## config.mk

```make
export PLATFORM = sky130hd
export DESIGN_NAME = pcf_formatter
export DESIGN_NICKNAME = d
export VERILOG_FILES = /design/src/pkg/pcf_pkg.sv /design/src/core/pcf_formatter.sv
export SDC_FILE = /design/constraint.sdc
export NUM_CORES = 1
export LEC_CHECK = 0
export BUFFER_PORTS_ARGS = -buffer_cell sky130_fd_sc_hd__buf_2
export CAP_MARGIN = 10
export CORE_MARGIN = 5
export CORE_UTILIZATION = 39
export DETAILED_ROUTE_END_ITERATION = 8
export PLACE_DENSITY_LB_ADDON = 0.2
export SKIP_LAST_GASP = 1
export SYNTH_ARGS = -nofsm -noshare
export SYNTH_HDL_FRONTEND = slang
export SYNTH_SLANG_ARGS = --single-unit
```

## constraint.sdc

```tcl
create_clock -name clock -period 1.41 [get_ports clock]
set_clock_uncertainty 0.2 [all_clocks]
set_input_delay 0.0705 -clock clock [delete_from_list [all_inputs] [get_ports clock]]
set_output_delay 0.0705 -clock clock [all_outputs]
set_load 0.01 [all_outputs]
```

## src/pkg/pcf_pkg.sv

```systemverilog
package pcf_pkg;

  // Mosaic alignment codes reported to the host.
  localparam logic [1:0] ALIGN_RG_GB = 2'h0;
  localparam logic [1:0] ALIGN_GB_RG = 2'h1;
  localparam logic [1:0] ALIGN_GR_BG = 2'h2;
  localparam logic [1:0] ALIGN_BG_GR = 2'h3;

  // Pixel format codes written by the host.
  localparam logic [7:0] FMT_GRAY8       = 8'h00;
  localparam logic [7:0] FMT_LUMA_CHROMA = 8'h01;
  localparam logic [7:0] FMT_RAW8        = 8'h09;
  localparam logic [7:0] FMT_GRAY16      = 8'h05;
  localparam logic [7:0] FMT_RAW16       = 8'h0A;
  localparam logic [7:0] FMT_ALT_ORDER   = 8'h80;
  localparam logic [7:0] FMT_RAW12_PACK  = 8'h86;
  localparam logic [7:0] FMT_GRAY12_PACK = 8'h84;

  // Mosaic colour of one pixel.
  typedef enum logic [1:0] {
    PCF_RED,
    PCF_GREEN,
    PCF_BLUE
  } pcf_color_t;

  // One pixel of the sensor stream.
  typedef struct packed {
    logic       first_pixel;
    logic       line_end;
    logic       frame_end;
    logic [7:0] level;
  } pcf_pixel_t;

  // One byte of the output stream with its mosaic tag.
  typedef struct packed {
    logic       frame_start;
    logic       frame_end;
    pcf_color_t color;
    logic [7:0] data;
  } pcf_byte_t;

endpackage : pcf_pkg

```

## src/core/pcf_formatter.sv

```systemverilog
`timescale 1ns/1ps
`default_nettype none

module pcf_formatter #(
  parameter bit         IS_COLOR   = 1'b1,
  parameter bit         BLUE_FIRST = 1'b1,
  parameter bit         HAS_WIDE   = 1'b1,
  parameter int unsigned ROI_W     = 12
) (
  input  wire logic               clock,
  input  wire logic               reset,
  input  wire logic [7:0]         pixel_format_code,
  input  wire logic               format_write,
  input  wire logic [ROI_W-1:0]   region_of_interest_x,
  input  wire logic [ROI_W-1:0]   region_of_interest_y,
  input  wire logic [ROI_W-1:0]   region_of_interest_w,
  input  wire logic [ROI_W-1:0]   region_of_interest_h,
  input  wire logic               region_write,
  input  wire pcf_pkg::pcf_pixel_t pix_in,
  input  wire logic               pix_valid,
  output logic                    pix_ready,
  output logic [1:0]              mosaic_alignment_code,
  output logic [7:0]              active_format_code,
  output logic                    format_rejected,
  output logic [ROI_W-1:0]        roi_x,
  output logic [ROI_W-1:0]        roi_y,
  output logic [ROI_W-1:0]        roi_w,
  output logic [ROI_W-1:0]        roi_h,
  output pcf_pkg::pcf_byte_t      byte_out,
  output logic                    byte_valid
);

  // Format code and region registers.
  logic [7:0]       fmt_q, fmt_d, pend_q, pend_d;
  logic             rej_q, rej_d, in_frame_q, in_frame_d;
  logic [ROI_W-1:0] rx_q, rx_d, ry_q, ry_d, rw_q, rw_d, rh_q, rh_d;
  logic             fmt_ok;

  // Sensor-side position parity tracks mosaic phase.
  logic             col_q, col_d, row_q, row_d;
  pcf_pkg::pcf_byte_t out_q, out_d;
  logic             vld_q, vld_d;
  logic             row_start;

  // Accepted format codes depend on the sensor flavour.
  always_comb begin
    unique case (pixel_format_code)
      pcf_pkg::FMT_GRAY8,
      pcf_pkg::FMT_LUMA_CHROMA,
      pcf_pkg::FMT_ALT_ORDER:   fmt_ok = 1'b1;
      pcf_pkg::FMT_GRAY16,
      pcf_pkg::FMT_GRAY12_PACK: fmt_ok = !IS_COLOR && HAS_WIDE;
      pcf_pkg::FMT_RAW8:        fmt_ok = IS_COLOR;
      pcf_pkg::FMT_RAW16,
      pcf_pkg::FMT_RAW12_PACK:  fmt_ok = IS_COLOR && HAS_WIDE;
      default:                  fmt_ok = 1'b0;
    endcase
  end

  // Control next state: a written code waits for the frame boundary.
  always_comb begin
    pend_d     = pend_q;
    rej_d      = rej_q;
    fmt_d      = fmt_q;
    in_frame_d = in_frame_q;
    rx_d       = rx_q;
    ry_d       = ry_q;
    rw_d       = rw_q;
    rh_d       = rh_q;
    if (format_write) begin
      rej_d = !fmt_ok;
      if (fmt_ok) begin
        pend_d = pixel_format_code;
      end
    end
    if (region_write) begin
      // Colour sensors clear the low bit so the mosaic phase is kept.
      rx_d = IS_COLOR ? {region_of_interest_x[ROI_W-1:1], 1'b0} : region_of_interest_x;
      ry_d = IS_COLOR ? {region_of_interest_y[ROI_W-1:1], 1'b0} : region_of_interest_y;
      rw_d = IS_COLOR ? {region_of_interest_w[ROI_W-1:1], 1'b0} : region_of_interest_w;
      rh_d = IS_COLOR ? {region_of_interest_h[ROI_W-1:1], 1'b0} : region_of_interest_h;
    end
    if (pix_valid) begin
      in_frame_d = !pix_in.frame_end;
      if (!in_frame_q) begin
        fmt_d = pend_q;
      end
    end else if (!in_frame_q) begin
      fmt_d = pend_q;
    end
  end

  always_ff @(posedge clock) begin
    if (reset) begin
      pend_q     <= pcf_pkg::FMT_GRAY8;
      fmt_q      <= pcf_pkg::FMT_GRAY8;
      rej_q      <= 1'b0;
      in_frame_q <= 1'b0;
      rx_q       <= '0;
      ry_q       <= '0;
      rw_q       <= '0;
      rh_q       <= '0;
    end else begin
      pend_q     <= pend_d;
      fmt_q      <= fmt_d;
      rej_q      <= rej_d;
      in_frame_q <= in_frame_d;
      rx_q       <= rx_d;
      ry_q       <= ry_d;
      rw_q       <= rw_d;
      rh_q       <= rh_d;
    end
  end

  // Byte stream next state: one byte per pixel, in arrival order.
  always_comb begin
    logic [1:0] phase;
    phase     = 2'h0;
    col_d     = col_q;
    row_d     = row_q;
    out_d     = out_q;
    vld_d     = 1'b0;
    row_start = pix_in.first_pixel || !in_frame_q;
    if (pix_valid) begin
      phase = {row_start ? 1'b0 : row_q, row_start ? 1'b0 : col_q};
      // Even row: B,G or R,G; odd row: G,R or G,B.
      unique case (phase)
        2'h0:    out_d.color = BLUE_FIRST ? pcf_pkg::PCF_BLUE : pcf_pkg::PCF_RED;
        2'h3:    out_d.color = BLUE_FIRST ? pcf_pkg::PCF_RED : pcf_pkg::PCF_BLUE;
        default: out_d.color = pcf_pkg::PCF_GREEN;
      endcase
      out_d.data        = pix_in.level;
      out_d.frame_start = row_start;
      out_d.frame_end   = pix_in.frame_end;
      vld_d             = 1'b1;
      // Advance left to right, then down one line.
      col_d = pix_in.line_end ? 1'b0 : !phase[0];
      row_d = pix_in.line_end ? !phase[1] : phase[1];
    end
  end

  always_ff @(posedge clock) begin
    if (reset) begin
      col_q <= 1'b0;
      row_q <= 1'b0;
      out_q <= '0;
      vld_q <= 1'b0;
    end else begin
      col_q <= col_d;
      row_q <= row_d;
      out_q <= out_d;
      vld_q <= vld_d;
    end
  end

  // Static alignment report; fixed because the region moves in pairs.
  assign mosaic_alignment_code = BLUE_FIRST ? pcf_pkg::ALIGN_BG_GR : pcf_pkg::ALIGN_RG_GB;
  assign active_format_code    = fmt_q;
  assign format_rejected       = rej_q;
  assign roi_x                 = rx_q;
  assign roi_y                 = ry_q;
  assign roi_w                 = rw_q;
  assign roi_h                 = rh_q;
  assign byte_out              = out_q;
  assign byte_valid            = vld_q;
  assign pix_ready             = 1'b1;
endmodule : pcf_formatter

`default_nettype wire

```

After elaboration in Yosys (flattened, before gate mapping)
Cells that the tools add are included.
{ "word_totals": {"register_bits": 77, "out_inout_bits": 73, "input_bits": 72} }
{ "classes": {"n_mux": 7, "reduce_logical": 10, "eq_ne": 6} }
{ "op_table": {"columns": ["cell", "n"], "rows": [
  ["equality test 8 x 4 -> 1 bit, second input constant", 2],
  ["equality test 8 bit, second input constant", 2],
  ["equality test 8 x 1 -> 1 bit, second input constant", 1],
  ["zero test 8 bit", 1],
  ["2-to-1 mux 1 bit", 6],
  ["OR reduction 6 bit", 1],
  ["zero test 1 bit", 5],
  ["case mux 2 bit (2 select lines)", 1],
  ["equality test 2 bit, second input constant", 1],
  ["zero test 2 bit", 1],
  ["AND reduction 2 bit", 1],
  ["logical OR 1 bit", 1]
]} }

Longest topological paths before layout
Gate-level depths: netlist of run 1.
{ "depth": {"depth_word": 5, "depth_mapped": 6} }

Worst setup path after synthesis of run 1
OpenSTA, ideal clock, no wires.
{ "synth_path": {"path_kind": "register to register", "start": "reg in_frame_q", "end": "reg out_q (netlist bit byte_out[8])", "path_slack_ns": -0.157, "path_stages_with_launch": 7, "arrival_ns": 1.240, "setup_ns": 0.128, "period_less_slack_ns": 1.567, "cell_sequence": "dfxtp_1 -> buf_4 -> nor2b_1 -> nand2_1 -> ha_1 -> mux2i_1 -> nor2_1"} }
{ "synth_via": {"elab_chain_len": 5, "word_cells_on_any_way": 7} }
{ "synth_lines": {"columns": ["item", "line_no", "text"], "rows": [
  ["start: declaration", "pcf_formatter.sv:35", "logic rej_q, rej_d, in_frame_q, in_frame_d;"],
  ["start signal: assignment", "pcf_formatter.sv:107", "in_frame_q <= in_frame_d;"],
  ["zero test 1 bit *", "pcf_formatter.sv:123", "row_start = pix_in.first_pixel || !in_frame_q;"],
  ["logical OR 1 bit *", "pcf_formatter.sv:123", null],
  ["2-to-1 mux 1 bit", "pcf_formatter.sv:125", "phase = {row_start ? 1'b0 : row_q, row_start ? 1'b0 : col_q};"],
  ["equality test 2 bit or zero test 2 bit (tied branches)", "pcf_formatter.sv:127", "unique case (phase)"],
  ["case mux 2 bit (2 select lines) *", "pcf_formatter.sv:127", null],
  ["end signal: assignment", "pcf_formatter.sv:151", "out_q <= out_d;"],
  ["end: declaration", "pcf_formatter.sv:41", "pcf_pkg::pcf_byte_t out_q, out_d;"]
]} }
Mark *: on every way between the ends. The rest lies on a longest branch, timed or not.
A chain may end at the register's enable or synchronous reset.

Worst setup path after layout of run 1
{ "layout_path": {"start": "in pix_in[10] (netlist name)", "end": "reg out_q (netlist bit byte_out[8])"} }
{ "layout_via": {"elab_chain_len": 4, "word_cells_on_any_way": 6} }
{ "layout_lines": {"columns": ["item", "line_no", "text"], "rows": [
  ["start: declaration", "pcf_formatter.sv:19", "input wire pcf_pkg::pcf_pixel_t pix_in,"],
  ["logical OR 1 bit *", "pcf_formatter.sv:123", null],
  ["2-to-1 mux 1 bit", "pcf_formatter.sv:125", null],
  ["equality test 2 bit or zero test 2 bit (tied branches)", "pcf_formatter.sv:127", null],
  ["case mux 2 bit (2 select lines) *", "pcf_formatter.sv:127", null]
]} }
Marked as above.

==> results.py, run 1 <==
metrics = {
    "routing": {
        "wl_per_cell_um": 12.64,
        "ant_nets": 0,
        "routed_wl_mm": 7.291,
        "drt_iter0_drc": 79,
        "remaining_drc_errors": 0,
        "vias": 2554,
        "vias_per_cell": 4.426,
        "firstDrtPassIters": 4,
    },
    "timing": {
        "fin_crit_ns": 1.357,
        "grt_setup_unrepaired": "yes",
        "finalSetupViolations": 0,
        "min_period_over_period_pct": 96.27,
        "slew_violations": 0,
        "hold_violations": 4,
        "timing.hold.ws_ns": -0.01366,
        "fmax_ghz": 0.7367,
    },
    "worst_setup_path": {
        "crit_arrival_ns": 1.39,
        "r2r_cells": 5,
        "cp_slowest_cell": "dlygate4sd3_1",
        "cp_top_family": "buffers and inverters",
        "cp_max_fo": 3,
        "crit_path_max_incr_delay_ns": 0.54,
        "r2r_end": "byte_out[8]$_SDFFE_PP0P_",
        "crit_path_end_kind": "flop",
        "cp_num_buf_inv": 2,
        "crit_chain": "dlygate4sd3_1 > buf_2 > nor2b_4 > nand2_2 > ha_4 > mux2i_1 > nor2_1",
        "path_class": "primary input to flop",
        "crit_required_ns": 1.44,
        "cp-start-kind": "primary input",
        "worst_r2r_startpoint": "in_frame_q$_SDFFE_PP0P_",
        "r2r_slack_ns": 0.10,
    },
    "cells_and_area": {
        "syn2layout_area_growth_pct": 58.14,
        "final_area_um2": 4581,
        "finish.utilization_pct": 63.15,
        "antenna_cells": 0,
        "final_nets": 546,
        "drive_above_1_share_pct": 35.15,
    },
    "min_path": {
        "hold_path_class": "primary input to flop",
        "hold_end": "in_frame_q$_SDFFE_PP0P_",
        "hold_start": "pix_valid",
        "hold_depth": 4,
    },
    "die": {
        "die_w_um": 96.18,
        "core_um2": 7253,
        "start_util_pct": 39.93,
        "num_io_pins": 145,
        "die_y_um": 96.18,
        "rows": 31,
        "die_area_um2": 9251,
    },
    "power_and_ir_drop": {
        "clockPowerShare_pct": 37.7,
        "p_leak_uw": 0.002285,
        "seq_power_share_pct": 47.9,
        "vdd_drop_max_uv": 461.6,
        "powerDensity_nw_per_um2": 1061,
        "internal_power_uw": 3713,
        "p_switching_uw": 1145,
        "switching_share_pct": 23.57,
        "p_comb_share_pct": 14.4,
    },
    "clocking": {
        "cts_tree": "done",
        "path_clk_slew_ns": 0.08,
        "clockRootBuffer": "clkbuf_8",
        "numCtsBuffers": 9,
        "clock_latency_ns": 0.34,
        "htreeDepth": 3,
        "cts.path.max_buffers": 2,
        "cts_sinks": 77,
    },
    "status": {
        "violations": "hold timing",
        "status": "finished with violations",
    },
    "synth": {
        "synth-seq-cells": 77,
        "syn-cell-area_um2": 2897,
        "synthCells": 274,
        "synth_cell_type_count": 25,
        "post_synth.cell_area_avg_um2": 10.57,
        "yosysSeqAreaShare_pct": 53.22,
        "ys_warn_count": 0,
    },
    "place": {
        "place.gp.congestion": 0.7007,
        "place.port_buffers": 133,
        "dpl_cell_area_um2": 3676,
        "dp_hpwl_mm": 4.652,
    },
    "global_routing": {
        "track_usage_pct": 15.83,
        "grt_pass1_wl_mm": 11.31,
        "antenna_found_initial": 0,
        "grt_pass1_vias": 2444,
        "gr-total-overflow": 0,
        "grt_start_max_net_pins": 45,
    },
    "flow_run": {
        "maxCapViolations": 0,
    },
}
state kept, by name, indices dropped and copies added, names as in the netlist:
name,count
roi_h,11
byte_out,12
roi_y,11
pend_q,8
roi_w,11
row_q,1
active_format_code,8
roi_x,11
col_q,1
in_frame_q,1
format_rejected,1
byte_valid,1
cell families (layout without fill, tap and decap cells):
| kind of cell | Yosys count | count (layout) | synth area share (%) |
|---|---|---|---|
| muxes | 70 | 70 | 24.19 |
| buffers and inverters | 26 | 225 | 5.227 |
| other | 2 | 7 | 0.2593 |
| and+or+nand+nor | 91 | 91 | 14.90 |
| adders and majority gates | 1 | 1 | 0.4319 |
| DFF | 77 | 77 | 53.22 |
| AOI/OAI and AO/OA | 7 | 7 | 1.771 |
synth_stat cells:
cell type	instances	area, um^2
dfxtp_1	77	1541
mux2i_1	70	700.7
nor2_1	68	255.2
buf_4	10	75.07
nand2b_1	9	56.30
buf_2	7	35.03
clkbuf_1	7	26.28
nor3b_2	3	37.54
or2b_1	3	22.52
a211oi_1	2	15.01
conb_1	2	7.510
nand2_1	2	7.510
nor2b_1	2	12.51
a21oi_1	1	5.000
a32oi_1	1	8.760
and4b_2	1	11.26
buf_6	1	11.26
ha_1	1	12.51
inv_1	1	3.750
nor3_2	1	10.01
nor4b_1	1	8.760
nor4bb_1	1	10.01
o21ai_0	1	5.000
o311a_1	1	10.01
o31ai_1	1	7.510
worst reg2reg max path: cells and delay by family, from the launching register on:
| family | cells | cell delay, ns |
|---|---|---|
| adders and majority gates | 1 | 0.24 |
| DFF | 1 | 0.33 |
| muxes | 1 | 0.12 |
| and+or+nand+nor | 3 | 0.31 |
per-stage QoR:
step / setup TNS (ns) / setup slack, ns / power (uW) / hold slack (ns) / instances
final: 0 / 0.05263 / 4859 / -0.01366 / 577
after global placement: 0 / 0.05624 / 2920 / 0.1024 / 494
after CTS: 0 / 0.01338 / 4927 / 0.01936 / 575
after floorplan: -0.02856 / -0.02856 / 2694 / 0.01601 / 279
after detailed placement: 0 / 0.02367 / 2933 / 0.1117 / 494
after global routing: -0.01904 / -0.01904 / 5107 / 0.001245 / 577
routing by layer:
metal | global-route usage [%] | part of all wire (%) | up-vias
met4 | 7.464 | 2.2 | 0
met1 | 18.52 | 41 | 1160
met3 | 4.691 | 8.8 | 13
met5 | 0 | 0 | -
li1 | - | - | 1294
met2 | 26.39 | 47 | 87
cell type report:
type | count | area, um^2
multi-input combinational | 176 | 1245
clock inverter | 6 | 86.33
sequential | 77 | 1543
clock buffer | 10 | 137.6
inverter | 1 | 3.754
tap | 99 | 123.9
timing repair buffer | 208 | 1441
fill | 615 | 2673
layout by cell type (no fill, tap or decap), drive strengths merged:
| cell type | instances |
|---|---|
| nand2 | 2 |
| nor4bb | 1 |
| or2b | 3 |
| nor2b | 2 |
| nand2b | 9 |
| conb | 7 |
| a21oi | 1 |
| bufinv | 2 |
| dlygate4sd3 | 65 |
| inv | 1 |
| mux2i | 70 |
| o21ai | 1 |
| and4b | 1 |
| ha | 1 |
| clkbuf | 10 |
| a211oi | 2 |
| o311a | 1 |
| clkinvlp | 1 |
| clkinv | 3 |
| nor3 | 1 |
| a32oi | 1 |
| dfxtp | 77 |
| nor2 | 68 |
| nor3b | 3 |
| o31ai | 1 |
| buf | 143 |
| nor4b | 1 |
what timing repair did:
item	in CTS	in global routing
buffers inserted	0	2
endpoints found under the hold margin	71	1
hold buffers	65	1
setup endpoints to repair	0	3
resized for setup	0	2
how the worst max path moves through the flow:
stage                                 start                        to  slack, ns  cells after the start
finish                           pix_in[10]  byte_out[8]$_SDFFE_PP0P_       0.05                      7
CTS                              pix_in[10]  byte_out[8]$_SDFFE_PP0P_       0.01                      7
global placement       pixel_format_code[7]    pend_q[3]$_SDFFE_PP0P_       0.06                      6
floorplan           in_frame_q$_SDFFE_PP0P_  byte_out[8]$_SDFFE_PP0P_      -0.03                      6
detailed placement     pixel_format_code[7]    pend_q[2]$_SDFFE_PP0P_       0.02                      6
global route                     pix_in[10]  byte_out[8]$_SDFFE_PP0P_      -0.02                      7
power by group through the flow:
stage / Combinational, uW / Sequential [uW] / Clock (uW)
CTS: 702 / 2320 / 1900
floorplan: 270 / 2420 / 0
global placement: 551 / 2370 / 0
finish: 702 / 2330 / 1830
global route: 772 / 2340 / 2000
detailed placement: 559 / 2370 / 0
(Power assumes the default switching activity.)
==> run 2, diff against run 1 <==
--- a/config.mk
+++ b/config.mk
@@ -11,6 +11,7 @@
 export CORE_UTILIZATION = 39
 export DETAILED_ROUTE_END_ITERATION = 8
 export PLACE_DENSITY_LB_ADDON = 0.2
+export RECOVER_POWER = 50
 export SKIP_LAST_GASP = 1
 export SYNTH_ARGS = -nofsm -noshare
 export SYNTH_HDL_FRONTEND = slang
==> results.py, run 2 (synthesis gave the netlist of run 1 again) <==
metrics = {
    "status": {
        "status": "finished with violations",
        "violations": "hold timing",
    },
    "min_path": {
        "hold_depth": 4,
        "hold_start": "pix_valid",
        "hold_end": "in_frame_q$_SDFFE_PP0P_",
        "hold_path_class": "primary input to flop",
    },
    "cells_and_area": {
        "final_nets": 546,
        "largest_register_ffs": 12,
        "drive_above_1_share_pct": 20.92,
        "syn2layout_area_growth_pct": 54.95,
        "finish.utilization_pct": 61.88,
        "final_common_cell": "dfxtp_1",
        "stdcell_count": 577,
        "nFillCells": 654,
        "antenna_cells": 0,
        "final_cell_mix": "dfxtp_1 (76), mux2i_1 (70), nor2_1 (68)",
    },
    "clocking": {
        "cts.path.max_buffers": 2,
        "path_clk_slew_ns": 0.08,
        "numCtsBuffers": 9,
        "htreeDepth": 3,
        "cts_sinks": 77,
        "clock_latency_ns": 0.34,
        "clockRootBuffer": "clkbuf_8",
        "cts_tree": "done",
    },
    "die": {
        "die_area_um2": 9251,
        "rows": 31,
        "start_util_pct": 39.93,
        "core_um2": 7253,
        "die_y_um": 96.18,
        "num_io_pins": 145,
        "die_w_um": 96.18,
    },
    "global_routing": {
        "gr-total-overflow": 0,
        "track_usage_pct": 15.83,
        "antenna_found_initial": 0,
        "grt_start_max_net_pins": 45,
        "grt_pass1_wl_mm": 11.31,
        "grt_pass1_vias": 2444,
    },
    "flow_run": {
        "maxCapViolations": 0,
    },
    "timing": {
        "min_period_over_period_pct": 96.35,
        "timing.hold.ws_ns": -0.01103,
        "slew_violations": 0,
        "fmax_ghz": 0.7361,
        "hold_violations": 4,
        "finalSetupViolations": 0,
        "grt_setup_unrepaired": "yes",
        "fin_crit_ns": 1.358,
    },
    "worst_setup_path": {
        "r2r_end": "byte_out[8]$_SDFFE_PP0P_",
        "cp-start-kind": "primary input",
        "crit_path_end_kind": "flop",
        "cp_slowest_cell": "dlygate4sd3_1",
        "path_class": "primary input to flop",
        "cp_max_fo": 3,
        "r2r_slack_ns": 0.10,
        "crit_arrival_ns": 1.39,
        "crit_chain": "dlygate4sd3_1 > buf_2 > nor2b_4 > nand2_2 > ha_4 > mux2i_1 > nor2_1",
        "crit_path_max_incr_delay_ns": 0.54,
        "r2r_cells": 5,
        "crit_required_ns": 1.44,
        "worst_r2r_startpoint": "in_frame_q$_SDFFE_PP0P_",
    },
    "routing": {
        "routed_wl_mm": 7.336,
        "ant_nets": 0,
        "vias": 2558,
        "firstDrtPassIters": 4,
        "wl_per_cell_um": 12.71,
        "remaining_drc_errors": 0,
        "drt_iter0_drc": 76,
        "vias_per_cell": 4.433,
    },
    "place": {
        "dp_hpwl_mm": 4.652,
        "place.gp.congestion": 0.7007,
        "place.port_buffers": 133,
        "dpl.cell_count": 494,
    },
    "power_and_ir_drop": {
        "powerDensity_nw_per_um2": 1077,
        "vdd_drop_max_uv": 461.4,
        "p_leak_uw": 0.002022,
    },
}
-- run 2: how the worst max path moves through the flow --
stage	startpoint	end	slack, ns	cells after the start
3_3_place_gp	pixel_format_code[7]	pend_q[3]$_SDFFE_PP0P_	0.06	6
3_5_place_dp	pixel_format_code[7]	pend_q[2]$_SDFFE_PP0P_	0.02	6
4_1_cts	pix_in[10]	byte_out[8]$_SDFFE_PP0P_	0.01	7
6_report	pix_in[10]	byte_out[8]$_SDFFE_PP0P_	0.05	7
2_1_floorplan	in_frame_q$_SDFFE_PP0P_	byte_out[8]$_SDFFE_PP0P_	-0.03	6
5_1_grt	pix_in[10]	byte_out[8]$_SDFFE_PP0P_	-0.02	7
-- run 2: cell type report --
class                           count  area (um^2)  share of cell area [%]
Sequential cell                    77         1543                   34.37
Timing Repair Buffer              208         1359                   30.28
Inverter                            1        3.754                 0.08364
Multi-Input combinational cell    176         1235                   27.52
Clock buffer                       10        137.6                   3.067
Tap cell                           99        123.9                   2.760
Clock inverter                      6        86.33                   1.924
-- run 2: timing repair --
action                                  in CTS  in global routing
hold buffers                                65                  1
hold endpoints to repair                    71                  1
buffers inserted                             0                  2
resized for setup                            0                  2
endpoints found under the setup margin       0                  3
-- run 2: power by group --
part           total (uW)  switching [uW]  internal (uW)
sequential           2330            50.7           2280
clock                1830             787           1040
combinational         676             309            367
total                4830            1150           3690
-- run 2: worst max-delay path, delay by kind of cell --
kind / cells / cell delay, ns
adders and majority gates: 1 / 0.24
buffers and inverters: 2 / 0.68
muxes: 1 / 0.12
and+or+nand+nor: 3 / 0.28
-- run 2: routing by layer --
metal	part of all wire (%)	wire length (um)	GRT usage [%]	vias up
li1	-	-	-	1293
met1	42	3088	18.52	1163
met2	47	3440	26.39	89
met3	8.8	648	4.691	13
met4	2.2	159	7.464	0
met5	0	0	0	-
-- run 2: through the flow --
stage                     cell area (um^2)  hold slack, ns   TNS, ns  total power (uW)  setup slack (ns)
after floorplan                       2928         0.01601  -0.02856              2694          -0.02856
after global placement                3676          0.1024         0              2920           0.05624
after detailed placement              3676          0.1117         0              2933           0.02367
after CTS                             4551         0.01936         0              4927           0.01338
after global routing                  4488        0.001245  -0.01904              5083          -0.01904
final                                 4488        -0.01103         0              4833           0.05152
==> run 3, diff against run 2 <==
--- a/config.mk
+++ b/config.mk
@@ -7,11 +7,14 @@
 export LEC_CHECK = 0
 export BUFFER_PORTS_ARGS = -buffer_cell sky130_fd_sc_hd__buf_2
 export CAP_MARGIN = 10
+export CORE_ASPECT_RATIO = 0.6
 export CORE_MARGIN = 5
 export CORE_UTILIZATION = 39
 export DETAILED_ROUTE_END_ITERATION = 8
+export GPL_ROUTABILITY_DRIVEN = 0
 export PLACE_DENSITY_LB_ADDON = 0.2
 export RECOVER_POWER = 50
+export REMOVE_ABC_BUFFERS = 1
 export SKIP_LAST_GASP = 1
 export SYNTH_ARGS = -nofsm -noshare
 export SYNTH_HDL_FRONTEND = slang
==> results.py, run 3 (synthesis gave the netlist of run 1 again) <==
metrics = {
    "power_and_ir_drop": {
        "p_comb_share_pct": 13.2,
        "vdd_drop_max_uv": 866.8,
        "seq_power_share_pct": 46.4,
        "clockPowerShare_pct": 40.4,
        "p_switching_uw": 1175,
        "powerDensity_nw_per_um2": 1131,
        "internal_power_uw": 3859,
        "p_leak_uw": 0.002025,
        "switching_share_pct": 23.33,
    },
    "die": {
        "start_util_pct": 40.02,
        "die_area_um2": 9307,
        "rows": 24,
        "num_io_pins": 145,
        "die_y_um": 76.76,
        "die_w_um": 121.3,
        "core_um2": 7237,
    },
    "worst_setup_path": {
        "crit_chain": "dlygate4sd3_1 > buf_2 > buf_4 > nor2_1",
        "cp_slowest_cell": "dlygate4sd3_1",
        "cp_max_fo": 34,
        "path_class": "primary input to flop",
        "cp_num_buf_inv": 3,
        "crit_required_ns": 1.41,
        "crit_path_max_incr_delay_ns": 0.52,
        "crit_path_end_kind": "flop",
        "crit_arrival_ns": 1.37,
        "cp-start-kind": "primary input",
        "cp_top_family": "buffers and inverters",
    },
    "global_routing": {
        "track_usage_pct": 16.75,
        "gr-total-overflow": 0,
        "antenna_found_initial": 0,
        "grt_pass1_vias": 2558,
        "grt_start_max_net_pins": 45,
        "grt_pass1_wl_mm": 12.48,
    },
    "cells_and_area": {
        "drive_above_1_share_pct": 20.55,
        "finish.utilization_pct": 61.51,
        "final_common_cell": "dfxtp_1",
        "antenna_cells": 0,
        "final_cell_mix": "dfxtp_1 (77), buf_2 (72), mux2i_1 (70)",
        "largest_register_ffs": 12,
        "syn2layout_area_growth_pct": 53.69,
        "nFillCells": 634,
        "final_nets": 541,
    },
    "status": {
        "violations": "hold timing",
        "status": "finished with violations",
    },
    "timing": {
        "finalSetupViolations": 0,
        "timing.hold.ws_ns": -0.01826,
        "fmax_ghz": 0.7281,
        "min_period_over_period_pct": 97.40,
        "grt_setup_unrepaired": "yes",
        "tns_ns": 0,
        "slew_violations": 0,
        "hold_violations": 1,
        "fin_crit_ns": 1.373,
    },
    "routing": {
        "drt-met1-wl_mm": 3.456,
        "top_layer_used": "met4",
        "drt_iter0_drc": 77,
        "wl_met2_mm": 3.491,
        "vias": 2548,
        "routed_wl_mm": 7.744,
        "firstDrtPassIters": 4,
        "wl_per_cell_um": 13.44,
        "vias_per_cell": 4.424,
        "ant_nets": 0,
        "remaining_drc_errors": 0,
        "wl_met3_um": 661,
    },
    "clocking": {
        "clockRootBuffer": "clkbuf_16",
        "cts_setup_buffers": 0,
        "numCtsBuffers": 9,
        "clock_latency_ns": 0.32,
        "cts_sinks": 77,
        "cts_tree": "done",
        "path_clk_slew_ns": 0.05,
        "htreeDepth": 3,
        "cts.path.max_buffers": 2,
    },
    "flow_run": {
        "maxCapViolations": 0,
    },
    "min_path": {
        "hold_path_class": "primary input to flop",
    },
    "place": {
        "dp_hpwl_mm": 4.644,
        "place.port_buffers": 133,
    },
}
==> run 3: final timing paths <==
kind / startpoint / to / slack (ns) / depth (start not counted)
worst max-delay path: reset / roi_y[4]$_SDFFE_PP0P_ / 0.04 / 4
worst min-delay path: pix_in[10] / row_q$_SDFFE_PP0P_ / -0.02 / 5
worst max register to register: in_frame_q$_SDFFE_PP0P_ / byte_out[8]$_SDFFE_PP0P_ / 0.05 / 5
worst min register to register: pend_q[2]$_SDFFE_PP0P_ / pend_q[2]$_SDFFE_PP0P_ / 0.28 / 2
==> run 3: per-stage QoR <==
| stage | setup WS [ns] | total power (uW) | instances | instance area [um^2] |
|---|---|---|---|---|
| after floorplan | -0.2627 | 2605 | 254 | 2768 |
| after global placement | 0.03528 | 2912 | 499 | 3649 |
| final | 0.03663 | 5034 | 576 | 4452 |
| after global routing | -0.02275 | 5294 | 576 | 4452 |
| after detailed placement | 0.005750 | 2921 | 499 | 3649 |
| after CTS | 0.0002376 | 5104 | 576 | 4529 |
==> run 3: what timing repair did <==
item,in CTS,in global routing
setup endpoints to repair,0,11
endpoints found under the hold margin,68,0
resized for setup,0,2
hold buffers,62,0
==> run 3: routing by layer <==
layer / vias up / GRT usage [%]
met4: 0 / 6.264
met1: 1149 / 19.57
li1: 1290 / -
met2: 97 / 27.04
met5: - / 0
met3: 12 / 7.574
==> run 3: power groups by stage <==
stage                     combinational, uW  clock, uW  sequential (uW)
after global placement                  540          0             2370
final                                   665       2030             2330
after floorplan                         177          0             2430
after global routing                    730       2210             2350
after detailed placement                547          0             2370
after CTS                               681       2100             2330
==> run 3: layout make-up <==
cell class	count	area (um^2)	share of cell area, %
inverters	1	3.754	0.08432
repair buffers	203	1291	29.01
multi-input cells	176	1225	27.52
flip-flops and latches	77	1541	34.63
clock buffers	13	250.2	5.621
clock inverters	2	10.01	0.2248
well taps	104	130.1	2.923
==> run 3: worst reg2reg max path: stages (launching register included) <==
cell and delay [ns]:
dfxtp_1 0.32, nor2b_2 0.18, nand2_1 0.09, ha_1 0.27, mux2i_1 0.14, nor2_1 0.05
